==> config.mk <==
export PLATFORM = sky130hd
export DESIGN_NAME = idsf_core
export DESIGN_NICKNAME = d
export VERILOG_FILES = /design/src/logic/idsf_pkg.sv /design/src/logic/idsf_core.sv /design/src/logic/idsf_pin_sync.sv
export SDC_FILE = /design/constraint.sdc
export NUM_CORES = 1
export LEC_CHECK = 0
export BUFFER_PORTS_ARGS = -buffer_cell sky130_fd_sc_hd__buf_2
export CORE_ASPECT_RATIO = 1.75
export CORE_UTILIZATION = 39
export DETAILED_ROUTE_END_ITERATION = 16
export PLACE_DENSITY = 0.76
export SYNTH_ARGS = -nofsm -noshare
export SYNTH_HDL_FRONTEND = slang
export SYNTH_SLANG_ARGS = --single-unit
==> constraint.sdc <==
create_clock -name mclk_i -period 2 [get_ports mclk_i]
set_input_delay 0.6 -clock mclk_i [delete_from_list [all_inputs] [get_ports mclk_i]]
set_output_delay 0.6 -clock mclk_i [all_outputs]
set_load 0.1 [all_outputs]
==> src/logic/idsf_pkg.sv <==
// Notes on behaviour
// - one 8-bit buffer in bits 7:0 for both directions; bits 31:8 reserved.
// - as slave, a received address byte never enters the buffer.
// - software may write the buffer even while tx_buffer_empty is zero.
// - byte received when arbitration is lost in the ack pulse is discarded.
// - error flags in bits 12:8 clear when software writes zero to them.
// - peripheral enable low clears every flag of transfer_flags.
// - parity mismatch sets parity_check_error and forces NACK; else ACK per enable.
// - slave without stretching: byte into unread buffer sets overrun, byte lost.
// - slave sender without stretching and no new byte: underrun, resend old byte.
// - arbitration loss sets arbitration_lost and drops master mode.
// - start or stop at an illegal point sets bus_condition_error.
// - tx_buffer_empty clears on buffer write and on start or stop.
// - tx_buffer_empty sets when emptied during data, never during address.
// - tx_buffer_empty not set after NACK or before the check byte.
// - first byte write, or write while byte_finished, keeps tx_buffer_empty.
// - rx_buffer_full clears when software reads or writes the buffer.
// - rx_buffer_full sets when a data byte is held, not for addresses.
// - rx_buffer_full is not set when arbitration is lost.
// - read while byte_finished is set leaves rx_buffer_full set.
package idsf_pkg;

	// ----------------------------------------------------------------
	// register map
	// ----------------------------------------------------------------
	localparam logic [7:0] BYTE_BUFFER_OFFSET = 8'h10;
	localparam logic [7:0] TRANSFER_FLAGS_OFFSET = 8'h14;
	localparam logic [7:0] BYTE_BUFFER_RESET = 8'h00;

	// ----------------------------------------------------------------
	// transfer_flags field positions
	// ----------------------------------------------------------------
	localparam int PARITY_CHECK_ERROR_BIT = 12;
	localparam int OVERRUN_BIT = 11;
	localparam int ACKNOWLEDGE_FAILURE_BIT = 10;
	localparam int ARBITRATION_LOST_BIT = 9;
	localparam int BUS_CONDITION_ERROR_BIT = 8;
	localparam int TX_BUFFER_EMPTY_BIT = 7;
	localparam int RX_BUFFER_FULL_BIT = 6;

	// ----------------------------------------------------------------
	// bus answers
	// ----------------------------------------------------------------
	localparam logic [1:0] RESP_OKAY = 2'h0;
	localparam logic [1:0] RESP_SLVERR = 2'h2;

	// ----------------------------------------------------------------
	// state types
	// ----------------------------------------------------------------
	typedef struct packed {
		logic s1;
		logic s2;
		logic s3;
		logic level;
	} idsf_sync_t;

	typedef struct packed {
		logic [7:0] data;
		logic tx_buffer_empty;
		logic rx_buffer_full;
		logic parity_check_error;
		logic overrun;
		logic acknowledge_failure;
		logic arbitration_lost;
		logic bus_condition_error;
		logic tx_written;
		logic first_pending;
		logic master_mode_status;
		logic ack;
		logic sda_q;
		logic waitreq;
		logic [1:0] resp;
		logic [31:0] rdata;
	} idsf_state_t;

endpackage : idsf_pkg

==> src/logic/idsf_core.sv <==
// Design decision made here: register access over Avalon-MM.
`timescale 1ns/1ps
module idsf_core
	import idsf_pkg::*;
(
	input wire logic mclk_i,
	input wire logic rstn_i,
	input wire logic [7:0] avs_address_i,
	input wire logic avs_read_i,
	input wire logic avs_write_i,
	input wire logic [31:0] avs_writedata_i,
	input wire logic [3:0] avs_byteenable_i,
	output logic [31:0] avs_readdata_o,
	output logic avs_waitrequest_o,
	output logic [1:0] avs_response_o,
	input wire logic scl_i,
	input wire logic sda_i,
	input wire logic enable_i,
	input wire logic acknowledge_enable_i,
	input wire logic no_clock_stretch_i,
	input wire logic master_start_i,
	input wire logic byte_active_i,
	input wire logic byte_finished_i,
	input wire logic rx_byte_valid_i,
	input wire logic [7:0] rx_byte_i,
	input wire logic rx_is_address_i,
	input wire logic pec_mismatch_i,
	input wire logic ack_arb_lost_i,
	input wire logic arb_lost_i,
	input wire logic nack_i,
	input wire logic tx_load_i,
	input wire logic tx_data_phase_i,
	input wire logic next_is_pec_i,
	output logic [7:0] tx_byte_o,
	output logic ack_o,
	output logic tx_buffer_empty_o,
	output logic rx_buffer_full_o,
	output logic master_mode_status_o
);

	// ----------------------------------------------------------------
	// state and decode signals
	// ----------------------------------------------------------------
	idsf_state_t s;
	idsf_state_t next_s;
	logic scl_f;
	logic sda_f;
	logic bus_req;
	logic wr_data;
	logic rd_data;
	logic wr_flags;
	logic start_cond;
	logic stop_cond;
	logic rx_data_byte;
	logic rx_overrun;
	logic rx_store;
	logic tx_underrun;
	logic slave_nostretch;

	function automatic logic [15:0] flag_word(input idsf_state_t st);
		logic [15:0] w;
		w = 16'h0000;
		w[PARITY_CHECK_ERROR_BIT] = st.parity_check_error;
		w[OVERRUN_BIT] = st.overrun;
		w[ACKNOWLEDGE_FAILURE_BIT] = st.acknowledge_failure;
		w[ARBITRATION_LOST_BIT] = st.arbitration_lost;
		w[BUS_CONDITION_ERROR_BIT] = st.bus_condition_error;
		w[TX_BUFFER_EMPTY_BIT] = st.tx_buffer_empty;
		w[RX_BUFFER_FULL_BIT] = st.rx_buffer_full;
		return w;
	endfunction : flag_word

	// ----------------------------------------------------------------
	// pin sampling
	// ----------------------------------------------------------------
	idsf_pin_sync u_scl_sync (
		.mclk_i(mclk_i),
		.rstn_i(rstn_i),
		.pin_i(scl_i),
		.level_o(scl_f)
	);

	idsf_pin_sync u_sda_sync (
		.mclk_i(mclk_i),
		.rstn_i(rstn_i),
		.pin_i(sda_i),
		.level_o(sda_f)
	);

	// ----------------------------------------------------------------
	// next state
	// ----------------------------------------------------------------
	always_comb begin
		next_s = s;
		wr_data = 1'b0;
		rd_data = 1'b0;
		wr_flags = 1'b0;
		bus_req = (avs_read_i | avs_write_i) & s.waitreq;
		start_cond = scl_f & s.sda_q & ~sda_f;
		stop_cond = scl_f & ~s.sda_q & sda_f;
		slave_nostretch = ~s.master_mode_status & no_clock_stretch_i;
		rx_data_byte = rx_byte_valid_i & ~rx_is_address_i;
		rx_overrun = rx_data_byte & ~ack_arb_lost_i & slave_nostretch
			& s.rx_buffer_full;
		rx_store = rx_data_byte & ~ack_arb_lost_i & ~rx_overrun;
		tx_underrun = tx_load_i & slave_nostretch & ~s.tx_written;
		next_s.sda_q = sda_f;
		next_s.waitreq = 1'b1;

		// bus slave, one answer cycle per request
		if (bus_req) begin
			next_s.waitreq = 1'b0;
			next_s.resp = RESP_OKAY;
			if (avs_address_i == BYTE_BUFFER_OFFSET) begin
				next_s.rdata = {24'h000000, s.data};
				wr_data = avs_write_i & avs_byteenable_i[0];
				rd_data = avs_read_i;
			end else if (avs_address_i == TRANSFER_FLAGS_OFFSET) begin
				next_s.rdata = {16'h0000, flag_word(s)};
				wr_flags = avs_write_i & avs_byteenable_i[1];
			end else begin
				next_s.rdata = 32'h00000000;
				next_s.resp = RESP_SLVERR;
			end
		end

		// buffer write and read side effects
		if (wr_data) begin
			next_s.data = avs_writedata_i[7:0];
			next_s.tx_written = 1'b1;
			if (!(s.first_pending | byte_finished_i)) begin
				next_s.tx_buffer_empty = 1'b0;
			end
			next_s.rx_buffer_full = 1'b0;
		end
		if (rd_data && !byte_finished_i) begin
			next_s.rx_buffer_full = 1'b0;
		end

		// error flags: write zero clears, one is ignored
		if (wr_flags) begin
			if (!avs_writedata_i[PARITY_CHECK_ERROR_BIT]) begin
				next_s.parity_check_error = 1'b0;
			end
			if (!avs_writedata_i[OVERRUN_BIT]) begin
				next_s.overrun = 1'b0;
			end
			if (!avs_writedata_i[ACKNOWLEDGE_FAILURE_BIT]) begin
				next_s.acknowledge_failure = 1'b0;
			end
			if (!avs_writedata_i[ARBITRATION_LOST_BIT]) begin
				next_s.arbitration_lost = 1'b0;
			end
			if (!avs_writedata_i[BUS_CONDITION_ERROR_BIT]) begin
				next_s.bus_condition_error = 1'b0;
			end
		end

		// start and stop conditions
		if (start_cond | stop_cond) begin
			next_s.tx_buffer_empty = 1'b0;
			if (byte_active_i) begin
				next_s.bus_condition_error = 1'b1;
			end
		end
		if (start_cond) begin
			next_s.first_pending = 1'b1;
		end

		// transmit side
		if (tx_load_i) begin
			next_s.tx_written = 1'b0;
			next_s.first_pending = 1'b0;
			if (tx_data_phase_i && !nack_i && !next_is_pec_i) begin
				next_s.tx_buffer_empty = 1'b1;
			end
		end
		if (tx_underrun) begin
			next_s.overrun = 1'b1;
		end
		if (nack_i) begin
			next_s.acknowledge_failure = 1'b1;
		end

		// receive side
		if (rx_byte_valid_i) begin
			next_s.ack = acknowledge_enable_i & ~pec_mismatch_i;
			if (pec_mismatch_i) begin
				next_s.parity_check_error = 1'b1;
			end
		end
		if (rx_overrun) begin
			next_s.overrun = 1'b1;
		end
		if (rx_store) begin
			next_s.data = rx_byte_i;
			next_s.rx_buffer_full = 1'b1;
		end

		// mastership
		if (master_start_i) begin
			next_s.master_mode_status = 1'b1;
		end
		if (arb_lost_i | (rx_byte_valid_i & ack_arb_lost_i)) begin
			next_s.arbitration_lost = 1'b1;
			next_s.master_mode_status = 1'b0;
		end

		// peripheral disabled
		if (!enable_i) begin
			next_s.tx_buffer_empty = 1'b0;
			next_s.rx_buffer_full = 1'b0;
			next_s.parity_check_error = 1'b0;
			next_s.overrun = 1'b0;
			next_s.acknowledge_failure = 1'b0;
			next_s.arbitration_lost = 1'b0;
			next_s.bus_condition_error = 1'b0;
			next_s.tx_written = 1'b0;
			next_s.first_pending = 1'b0;
			next_s.master_mode_status = 1'b0;
		end
	end

	// ----------------------------------------------------------------
	// state register
	// ----------------------------------------------------------------
	always_ff @(posedge mclk_i) begin
		if (!rstn_i) begin
			s <= '0;
			s.data <= BYTE_BUFFER_RESET;
			s.sda_q <= 1'b1;
			s.waitreq <= 1'b1;
		end else begin
			s <= next_s;
		end
	end

	// ----------------------------------------------------------------
	// outputs
	// ----------------------------------------------------------------
	assign avs_readdata_o = s.rdata;
	assign avs_waitrequest_o = s.waitreq;
	assign avs_response_o = s.resp;
	assign tx_byte_o = s.data;
	assign ack_o = s.ack;
	assign tx_buffer_empty_o = s.tx_buffer_empty;
	assign rx_buffer_full_o = s.rx_buffer_full;
	assign master_mode_status_o = s.master_mode_status;

	// ----------------------------------------------------------------
	// checks
	// ----------------------------------------------------------------
	AST_DATA_RESERVED_ZERO: assert property (
		@(posedge mclk_i) disable iff (!rstn_i)
		(bus_req && avs_read_i && avs_address_i == BYTE_BUFFER_OFFSET)
		|=> (!avs_waitrequest_o && avs_readdata_o[31:8] == 24'h000000
		&& avs_readdata_o[7:0] == $past(tx_byte_o)))
		else $error("buffer read shows wrong data or reserved bits");

	AST_ADDRESS_NOT_STORED: assert property (
		@(posedge mclk_i) disable iff (!rstn_i)
		(rx_byte_valid_i && rx_is_address_i && !wr_data)
		|=> $stable(tx_byte_o))
		else $error("address byte entered the buffer");

	AST_WRITE_ALWAYS_TAKEN: assert property (
		@(posedge mclk_i) disable iff (!rstn_i)
		(wr_data && !rx_store)
		|=> (tx_byte_o == $past(avs_writedata_i[7:0])))
		else $error("buffer write lost");

	AST_ARB_ACK_DISCARD: assert property (
		@(posedge mclk_i) disable iff (!rstn_i)
		(rx_byte_valid_i && ack_arb_lost_i && !wr_data && !rd_data
		&& enable_i)
		|=> ($stable(tx_byte_o) && $stable(rx_buffer_full_o)))
		else $error("byte kept after arbitration loss in ack");

	AST_ERROR_WRITE_ZERO: assert property (
		@(posedge mclk_i) disable iff (!rstn_i)
		(wr_flags && !avs_writedata_i[BUS_CONDITION_ERROR_BIT]
		&& !start_cond && !stop_cond)
		|=> !s.bus_condition_error)
		else $error("bus error flag not cleared by zero write");

	AST_DISABLE_CLEARS: assert property (
		@(posedge mclk_i) disable iff (!rstn_i)
		!enable_i |=> (flag_word(s) == 16'h0000 && !master_mode_status_o))
		else $error("flags remain while disabled");

	AST_PEC_NACK: assert property (
		@(posedge mclk_i) disable iff (!rstn_i)
		(rx_byte_valid_i && enable_i)
		|=> (ack_o == ($past(acknowledge_enable_i) && !$past(pec_mismatch_i))
		&& (s.parity_check_error || !$past(pec_mismatch_i))))
		else $error("ack answer does not follow parity check");

	AST_OVERRUN_LOSES_BYTE: assert property (
		@(posedge mclk_i) disable iff (!rstn_i)
		(rx_overrun && enable_i && !wr_data)
		|=> (s.overrun && $stable(tx_byte_o)))
		else $error("overrun not flagged or byte not dropped");

	AST_ARB_DROPS_MASTER: assert property (
		@(posedge mclk_i) disable iff (!rstn_i)
		(arb_lost_i && enable_i)
		|=> (!master_mode_status_o && s.arbitration_lost))
		else $error("arbitration loss kept master mode");

	AST_START_CLEARS_TXE: assert property (
		@(posedge mclk_i) disable iff (!rstn_i)
		(start_cond && !tx_load_i) |=> !tx_buffer_empty_o)
		else $error("empty flag survived start condition");

	AST_READ_CLEARS_RXNE: assert property (
		@(posedge mclk_i) disable iff (!rstn_i)
		(rd_data && !byte_finished_i && !rx_store) |=> !rx_buffer_full_o)
		else $error("buffer read did not clear full flag");

	AST_READ_KEEPS_RXNE: assert property (
		@(posedge mclk_i) disable iff (!rstn_i)
		(rd_data && byte_finished_i && rx_buffer_full_o && enable_i)
		|=> rx_buffer_full_o)
		else $error("full flag cleared while byte finished");

	AST_UNDERRUN_RESENDS: assert property (
		@(posedge mclk_i) disable iff (!rstn_i)
		(tx_underrun && enable_i && !wr_data && !rx_store)
		|=> (s.overrun && $stable(tx_byte_o)))
		else $error("underrun not flagged or byte changed");

	AST_BUS_ERROR_SET: assert property (
		@(posedge mclk_i) disable iff (!rstn_i)
		((start_cond || stop_cond) && byte_active_i && enable_i)
		|=> s.bus_condition_error)
		else $error("misplaced start or stop not flagged");

	AST_TXE_SET_DATA: assert property (
		@(posedge mclk_i) disable iff (!rstn_i)
		(tx_load_i && enable_i && tx_data_phase_i && !nack_i
		&& !next_is_pec_i) |=> tx_buffer_empty_o)
		else $error("empty flag not set after data byte taken");

	AST_TXE_HELD_NACK: assert property (
		@(posedge mclk_i) disable iff (!rstn_i)
		(tx_load_i && (nack_i || next_is_pec_i)
		&& !tx_buffer_empty_o)
		|=> !tx_buffer_empty_o)
		else $error("empty flag set after nack or before check byte");

	AST_FLAG_WRITE_ONE: assert property (
		@(posedge mclk_i) disable iff (!rstn_i)
		(wr_flags && avs_writedata_i[PARITY_CHECK_ERROR_BIT]
		&& s.parity_check_error && enable_i) |=> s.parity_check_error)
		else $error("parity error flag cleared by a one write");

endmodule : idsf_core

==> src/logic/idsf_pin_sync.sv <==
`timescale 1ns/1ps
module idsf_pin_sync
	import idsf_pkg::*;
(
	input wire logic mclk_i,
	input wire logic rstn_i,
	input wire logic pin_i,
	output logic level_o
);

	// ----------------------------------------------------------------
	// three stages, change taken once last two agree
	// ----------------------------------------------------------------
	idsf_sync_t s;
	idsf_sync_t next_s;

	always_comb begin
		next_s = s;
		next_s.s1 = pin_i;
		next_s.s2 = s.s1;
		next_s.s3 = s.s2;
		if (s.s2 == s.s3) begin
			next_s.level = s.s3;
		end
	end

	always_ff @(posedge mclk_i) begin
		if (!rstn_i) begin
			s <= '{s1: 1'b1, s2: 1'b1, s3: 1'b1, level: 1'b1};
		end else begin
			s <= next_s;
		end
	end

	assign level_o = s.level;

endmodule : idsf_pin_sync

# [Word level (Yosys, flattened, before mapping)]
# Index checks and enable logic that the tools add are counted.
[totals] regBits=63 output_inout_bits=47 wordCells=113 inputBits=73
[classes] bitwise_logic=31 eq_ne=7 muxes=34 n_reduce_logical=17
[op_table] cell="35-bit two-way mux" n=1
[op_table] cell="1-bit two-way mux" n=26
[op_table] cell="13-bit two-way mux" n=2
[op_table] cell="1-bit AND" n=17
[op_table] cell="8-bit by 5-bit equality test with 1-bit output (second input constant)" n=2
[op_table] cell="10-bit two-way mux" n=1
[op_table] cell="1-bit inverter" n=10
[op_table] cell="8-bit two-way mux" n=1
[op_table] cell="2-bit AND reduction" n=4
[op_table] cell="2-bit nonzero test" n=3
[op_table] cell="3-bit nonzero test" n=2
[op_table] cell="3-bit OR reduction" n=2
[op_table] cell="5-bit two-way mux" n=1
[op_table] cell="2-bit two-way mux" n=2
[op_table] cell="2-bit by 1-bit inequality test with 1-bit output (second input constant)" n=2
[op_table] cell="1-bit bitwise OR" n=4
[op_table] cell="1-bit logical AND" n=3
[op_table] cell="1-bit zero test" n=3
[op_table] cell="3-bit by 1-bit inequality test with 1-bit output (second input constant)" n=1
[op_table] cell="1-bit equality test" n=2

# [Logic depth before layout (Yosys ltp)]
# Gate-level depths: netlist of run 1.
[logic_depth] depth_word=8 depth_mapped=5 mapped_depth_nobuf=4

# [Cells and area by module]
# Synthesis of run 1 repeated with hierarchy kept, for this count alone.
[unflattened] hier_cells=214 area_unflattened_um2=1974.4
[modules_own_cells] mod="idsf_core" area_per_inst_um2=1749.2 cells_per_inst=194 n_inst=1 seq_area_each_um2=700.7
[modules_own_cells] mod="idsf_pin_sync" area_per_inst_um2=112.6 cells_per_inst=10 n_inst=2 seq_area_each_um2=80.1

# [Least setup slack after synthesis of run 1]
# OpenSTA, ideal clock, no wires.
[synth_path] path_kind="input to register" from="in avs_address_i[5]" to="reg s (netlist bit tx_byte_o[0])" path_slack_ns=0.026 required_ns=1.878 cell_stages=5 t_arrival_ns=1.852 n_path_buf=1 cell_sequence="or4b_4 nor4_4 buf_6 mux2i_1 o2bb2ai_1"
[synth_via] elab_chain_cells=4
[synth_rtl] element="from (decl)" line_no="idsf_core.sv:8" source="input wire logic [7:0] avs_address_i,"
[synth_rtl] element="8-bit by 5-bit equality test with 1-bit output" line_no="idsf_core.sv:114" source="if (avs_address_i == BYTE_BUFFER_OFFSET) begin"
[synth_rtl] element="1-bit two-way mux" line_no="idsf_core.sv:114"
[synth_rtl] element="1-bit two-way mux" line_no="idsf_core.sv:111" source="if (bus_req) begin"
[synth_rtl] element="2-bit nonzero test (no source line)"
[synth_rtl] element="to (signal assigned)" line_no="idsf_core.sv:234" source="s <= next_s;"
[synth_rtl] element="to (decl)" line_no="idsf_core.sv:44" source="idsf_state_t s;"
# No other way between the ends.
# A chain may end at the register's enable or synchronous reset.

# [Worst setup path after layout of run 1]
[layout_path] from="in avs_address_i[5]" to="reg s (netlist bit tx_byte_o[4])"
# The elaborated chain is that of the path after synthesis.

==> metrics, run 1 <==
final worst path period share=between 90% and 100%; Max stage delay cell, worst path=or4b_4; worst endpoint required time=between 2000 and 2500 ps; # fillers=520; Die W=roughly 56 µm; initial antenna violation count=0; dpl hpwl=~3400 µm; port bufs=a little under 80; final worst path period need=approximately 1800 ps; clock share of power=33.9%; crit end category=flip-flop; Internal=roughly 1.3 mW; Distinct cells, synth=37; Mapped Cells=around 230; adder-cell share of the synthesized area=0%; Async SR Flop Fraction=0%; routed vias/inst=4.79; sequential share of power=a little under half; Syn Area/Cell=approximately 8.9 µm²; CTS tree=built; CTS Buf Count=5; Longest Clk Path Bufs=2; Die Footprint=between 5000 and 6000 µm²; DR pass1 iterations=4; num rows=34; crit path kind=in2reg; register bit total from synthesis=43; maximum clock rate=roughly 0.54 GHz; Combinational Power Share=about a fifth; sequential area share after synthesis=around 43%; Syn Std Cell Area=between 2000 and 2500 µm²; I/O pin count=120; CP Cell Sequence=buf_2 > or4b_4 > nor4_4 > buf_12 > mux2i_1 > o2bb2ai_1; Wirelength per Cell=between 10 and 15 µm; hold path depth=1; Seq. cell area=approximately 860 µm²; reg-to-reg startpoint=avs_waitrequest_o$_SDFF_PN1_; run status=complete, no violations; clock root buffer=clkbuf_8; worst flop-to-flop path endpoint=tx_byte_o[4]$_SDFFE_PN0P_; hold path start=u_sda_sync.next_s[2]$_SDFF_PN1_; flop2flop setup slack=approximately 650 ps; Synth area leaders=dfxtp_1, buf_4, a21oi_1, nand2_1, mux2i_1; placed instance area=approximately 2300 µm²; Die Ht=slightly below 100 µm; layout cell share with drive strength beyond 1=roughly a third; Skew-Pair Late Insertion Delay=approximately 300 ps; setup violators final=0; WHS Endpoint=u_sda_sync.next_s[1]$_SDFF_PN1_; gr usage total=between 15 and 20%; Lkg Pwr=1.06 nW; area added between synthesis and finish=17.9%; Slew @ Worst Pin=roughly 500 ps; Slew headroom=66.4%; Sw Share=about 33%; gr ovfl total=0; clock-pin slew on the worst setup and hold paths=about 80 ps; Post-DRT Antenna Nets=0; P_sw=between 600 and 700 µW; Synth top area share=42.7%; CP peak stage delay=550 ps; largest net degree at the start of global routing=17; design area=~2400 µm²; PnR worst setup slack=between 150 and 200 ps; simple-gate area share of the yosys netlist=18.3%; maximum VDD drop=0.635 mV; top-count cell post-synth=dfxtp_1; DRC viols=0; largest family of logic cells by synthesized area=simple AND/OR/NAND/NOR gates; # hold bufs at CTS=0; R2R depth=5; compound-cell area share of the yosys netlist=approximately 15%; CP Buf/Inv Count=2; Sink Count=43; delay-heaviest family, CP=simple AND/OR/NAND/NOR gates; CTS resizes=0; ys flop type=dfxtp_1; vias after detailed routing=between 1,500 and 2,000; dpl ws=-165 ps; worst hold path type=reg2reg; max-cap viol count=0; initial core utilization=approximately two fifths; RSZ-0062 raised after global routing=no; Layout Utilization=a little under half; Synth Area in XOR/XNOR=less than 1%; post-CTS setup repair buffer count=0; clock skew=between 6 and 7 ps; multiplexer area fraction after synthesis=between 5 and 6%; final wirelength=~4200 µm; footprint of the multi-input gates=approximately 860 µm²; critical path launch point type=input port; Iter 0 DRT Violations=15; Layout Nets=363; top cell type by total area after synthesis=dfxtp_1; Fin. Hold Viols=0; Max Transition Viols Final=0; peak fanout along the critical path=10; H-tree depth=2; vias in the first global route=around 1,600; Synth top cells by count=dfxtp_1, buf_4, nand2_1, a21oi_1, nor2_1; number of synthesized flops with an enable pin=0; power density over the cells=slightly above 800 nW/µm²; Worst EP arrival=about 2000 ps; Final Wtd Congestion=about 0.76; core region area=between 4000 and 5000 µm²; Ys Warns=0; ant diodes=0; global-route wire length before repair=6960 µm
==> per-layer routing <==
| metal | vias up | track usage (%) | wire length, µm |
|---|---|---|---|
| li1 | 843 | - | - |
| met1 | 735 | 16.9 | 1630 |
| met2 | 61 | 28.8 | 2170 |
| met3 | 13 | 4.53 | 247 |
| met4 | 0 | 8.63 | 138 |
| met5 | - | 0 | 0 |
==> sequential cells by signal, indices dropped and copies added (netlist names), 2 cells and up <==
| register | cells |
|---|---|
| u_scl_sync.next_s | 2 |
| s | 8 |
| u_sda_sync.next_s | 2 |
| tx_byte_o | 8 |
| avs_readdata_o | 13 |
==> through the flow <==
step,hold WS [ps],power [mW],TNS [ps],std cells
after global placement,391,1.32,-1850,337
final,422,1.96,0,345
after global routing,447,2.05,0,345
after floorplan,386,1.27,0,246
after detailed placement,401,1.32,-2040,337
after CTS,426,1.99,0,345
==> layout make-up <==
class                   instances  area share (%)
flip-flops and latches         43            36.2
repair buffers                 85            19.2
clock inverters                 3            1.84
multi-input cells             149            36.1
well taps                      54            2.84
clock buffers                   5            2.89
inverters                       6           0.947
==> worst reg2reg max path, cell delays in order (launching register included) <==
cell	delay (ps)
dfxtp_1	420
nand3_1	150
nor4_4	210
buf_12	180
mux2i_1	200
o2bb2ai_1	70
==> placed cells by master, fill, tap and decap left out, types with 2 or more instances in the layout <==
cell	netlist	routed
nand4_1	6	6
conb_1	1	20
nand2b_1	7	7
buf_2	0	78
a211oi_1	3	3
mux2_2	2	2
mux2i_1	8	8
buf_4	42	6
nand3_1	6	6
o2bb2ai_1	8	8
a31oi_1	3	3
dfxtp_1	43	43
o21ai_0	6	6
inv_1	5	5
nor3_1	4	4
nor2_1	9	9
clkbuf_8	0	5
and3_1	2	2
a21o_1	2	2
o21ai_1	2	2
a21oi_1	21	21
nand2_1	26	26
==> how the worst max path moves through the flow <==
stage                      from                   endpoint  slack [ps]  cells after the start
4_1_cts        avs_address_i[5]  tx_byte_o[4]$_SDFFE_PN0P_         140                      6
3_5_place_dp   avs_address_i[5]  tx_byte_o[4]$_SDFFE_PN0P_        -170                      6
3_3_place_gp   avs_address_i[5]  tx_byte_o[4]$_SDFFE_PN0P_        -150                      6
5_1_grt        avs_address_i[5]  tx_byte_o[7]$_SDFFE_PN0P_          70                      6
2_1_floorplan  avs_address_i[5]  tx_byte_o[0]$_SDFFE_PN0P_          30                      5
6_report       avs_address_i[5]  tx_byte_o[4]$_SDFFE_PN0P_         160                      6
==> kinds of logic after synthesis <==
| logic type | after synthesis |
|---|---|
| and+or+nand+nor | 69 |
| buffers and inverters | 54 |
| AOI/OAI and AO/OA | 49 |
| DFF | 43 |
| muxes | 10 |
| xor gates and xnor gates | 1 |
| other | 1 |
==> power by group through the flow <==
stage / sequential [mW] / clock (mW) / combinational, mW
6_report: 0.891 / 0.665 / 0.407
5_1_grt: 0.894 / 0.730 / 0.430
4_1_cts: 0.891 / 0.686 / 0.409
3_5_place_dp: 0.911 / 0 / 0.408
3_3_place_gp: 0.910 / 0 / 0.406
2_1_floorplan: 0.933 / 0 / 0.337
Power figures use the tool's default switching activity.
==> inputs of run 2 (changes only) <==
SYNTH_HIERARCHICAL = 1   (was not set)
==> run 2 against run 1 <==
Non-clock buffer count rose by 1. Critical path depth did not move. Synthesized area fell by 2.0%. Hold slack got worse by 6.1 ps. Combinational power barely moved. Sequential share of layout area increased by 0.93 points. Clock power down 13%. Via count down 0.85%. Fmax fell by 6.0%. Critical endpoint is now tx_buffer_empty_o$_SDFF_PN0_. Highest routed layer unchanged.
==> metrics, run 2 <==
clock-pin slew on the worst setup and hold paths=80 ps (about the same); Ys Warns=6 (+6); Longest Clk Path Bufs=2 (unchanged); critical path launch point type=input port; M1 WL=1750 µm (+7.7%); DR pass1 iterations=4 (unchanged); global-route wire length before repair=6990 µm (+0.49%); # hold bufs at CTS=0 (unchanged); design area=2320 µm² (-2.4%); register bit total from synthesis=43 (unchanged); Wirelength per Cell=13.2 µm (+9.0%); Lkg Pwr=1.10 nW (+4.3%); Post-DRT Antenna Nets=0 (unchanged); CTS resizes=0 (unchanged); most frequent cells in the layout=buf_2, dfxtp_1, conb_1; initial antenna violation count=0 (unchanged); Layout Utilization=48.5% (+0.70 points); Fin. Hold Viols=0 (unchanged); ant diodes=0 (unchanged); Total Power=1.88 mW (-4.4%); dpl hpwl=3460 µm (+1.2%); routed vias/inst=4.92 (+2.7%); gr usage total=17.1% (+0.82 points); Synth top area share=43.6% (+0.89 points); area added between synthesis and finish=17.6%; Mapped Cells=214 (-5.7%); Worst EP arrival=2130 ps (+110 ps); H-tree depth=2 (unchanged); Die Ht=96.1 µm (-1.0%); final wirelength=4400 µm (+5.2%); Synth top cells by count=dfxtp_1, buf_4, nand2_1, a21oi_1, nor2_1; num rows=33 (-2.9%); top cell type by total area after synthesis=dfxtp_1; clock skew=3.01 ps (-3.54 ps); Synth area leaders=dfxtp_1, buf_4, a21oi_1, mux2i_1, nand2_1; final worst path period share=98.1% (+5.9 points); commonest non-fill, non-tap cell in the layout=buf_2; Distinct cells, synth=36 (-2.7%); Final Wtd Congestion=0.781 (+3.3%); DR WL met2=2310 µm (+6.5%); max-cap viol count=0 (unchanged); vias after detailed routing=1,638 (-0.85%); gr ovfl total=0 (unchanged); Skew-Pair Late Insertion Delay=290 ps (about the same); WHS=416 ps (-6.05 ps); core region area=4790 µm² (-3.8%); Iter 0 DRT Violations=58 (+43); worst hold path type=reg2reg; Die Footprint=5360 µm² (-2.0%); Die W=55.8 µm (-0.99%); Largest register FFs=13 (unchanged); Syn Std Cell Area=1970 µm² (-2.0%); DRC viols=0 (unchanged); top-count cell post-synth=dfxtp_1; peak fanout along the critical path=5 (-5); maximum clock rate=0.510 GHz (-6.0%); clock root buffer=clkbuf_8; uppermost layer routed=met4; power density over the cells=808 nW/µm² (-2.1%); layout cell share with drive strength beyond 1=36.7% (+2.6 points); RSZ-0062 raised after global routing=no; # fillers=486 (-6.5%); CTS tree=built; worst endpoint required time=2170 ps (about the same); setup violators final=0 (unchanged); placed instance area=2220 µm² (-1.9%); number of synthesized flops with an enable pin=0 (unchanged); vias in the first global route=1,553 (-2.8%); post-CTS setup repair buffer count=0 (unchanged); crit path kind=in2reg; Sink Count=43 (unchanged); Layout Nets=353 (-2.8%); largest net degree at the start of global routing=16 (-1); run status=complete, no violations; sequential area share after synthesis=43.6% (+0.89 points); maximum VDD drop=0.488 mV (-23%); crit end category=flip-flop; WL met3=224 µm (-9.3%); ys flop type=dfxtp_1; initial core utilization=41.2% (+0.72 points); Syn Area/Cell=9.23 µm² (+3.9%); I/O pin count=120 (unchanged); final worst path period need=1960 ps (+118 ps); Max Transition Viols Final=0 (unchanged); port bufs=78 (unchanged); Async SR Flop Fraction=0% (unchanged); CTS Buf Count=5 (unchanged)
[run 2: cell type report]
type                       count  area [µm²]  share of cell area (%)
clock buffer                   7        86.3                    3.72
clock inverter                 1        8.76                   0.377
inverter                       8        30.0                    1.29
multi-input combinational    136         818                    35.3
sequential                    43         862                    37.1
tap                           52        65.1                    2.80
timing repair buffer          86         450                    19.4
[run 2: stage by stage]
step	worst slack, ps	setup TNS [ps]	std cells
6_report	38.1	0	333
5_1_grt	10.8	0	333
4_1_cts	40.6	0	333
3_5_place_dp	-274	-2940	325
3_3_place_gp	-235	-2630	325
2_1_floorplan	-99.5	-191	233
[run 2: worst paths after layout]
path / end / slack (ps) / startpoint / cells past startpoint
max: tx_buffer_empty_o$_SDFF_PN0_ / 40 / avs_address_i[5] / 6
min: u_scl_sync/next_s[1]$_SDFF_PN1_ / 420 / u_scl_sync/next_s[2]$_SDFF_PN1_ / 1
max reg2reg: tx_buffer_empty_o$_SDFF_PN0_ / 590 / avs_waitrequest_o$_SDFF_PN1_ / 5
min reg2reg: u_scl_sync/next_s[1]$_SDFF_PN1_ / 420 / u_scl_sync/next_s[2]$_SDFF_PN1_ / 1
[run 2: cell families (layout without fill, tap and decap cells)]
group / after synthesis / after routing / share of synthesized area [%]
buffers and inverters: 54 / 102 / 19.0
DFF: 43 / 43 / 43.6
AOI/OAI and AO/OA: 50 / 50 / 17.5
and+or+nand+nor: 55 / 55 / 14.1
muxes: 10 / 10 / 5.20
xor gates and xnor gates: 1 / 1 / 0.444
other: 1 / 20 / 0.190
[run 2: critical path, stage by stage]
cell      delay, ps
buf_2           100
or4b_4          560
or3_4           410
buf_4           150
o311ai_4        200
a21oi_1         100
[run 2: power breakdown]
group          internal (mW)  switching [mW]
clock network          0.283           0.296
logic                 0.0767           0.330
registers              0.876          0.0134
[run 2: routing by layer]
layer	global-route usage, %	vias to the layer above
li1	-	812
met1	18.0	739
met2	32.1	78
met3	2.96	9
met4	8.96	0
met5	0	-
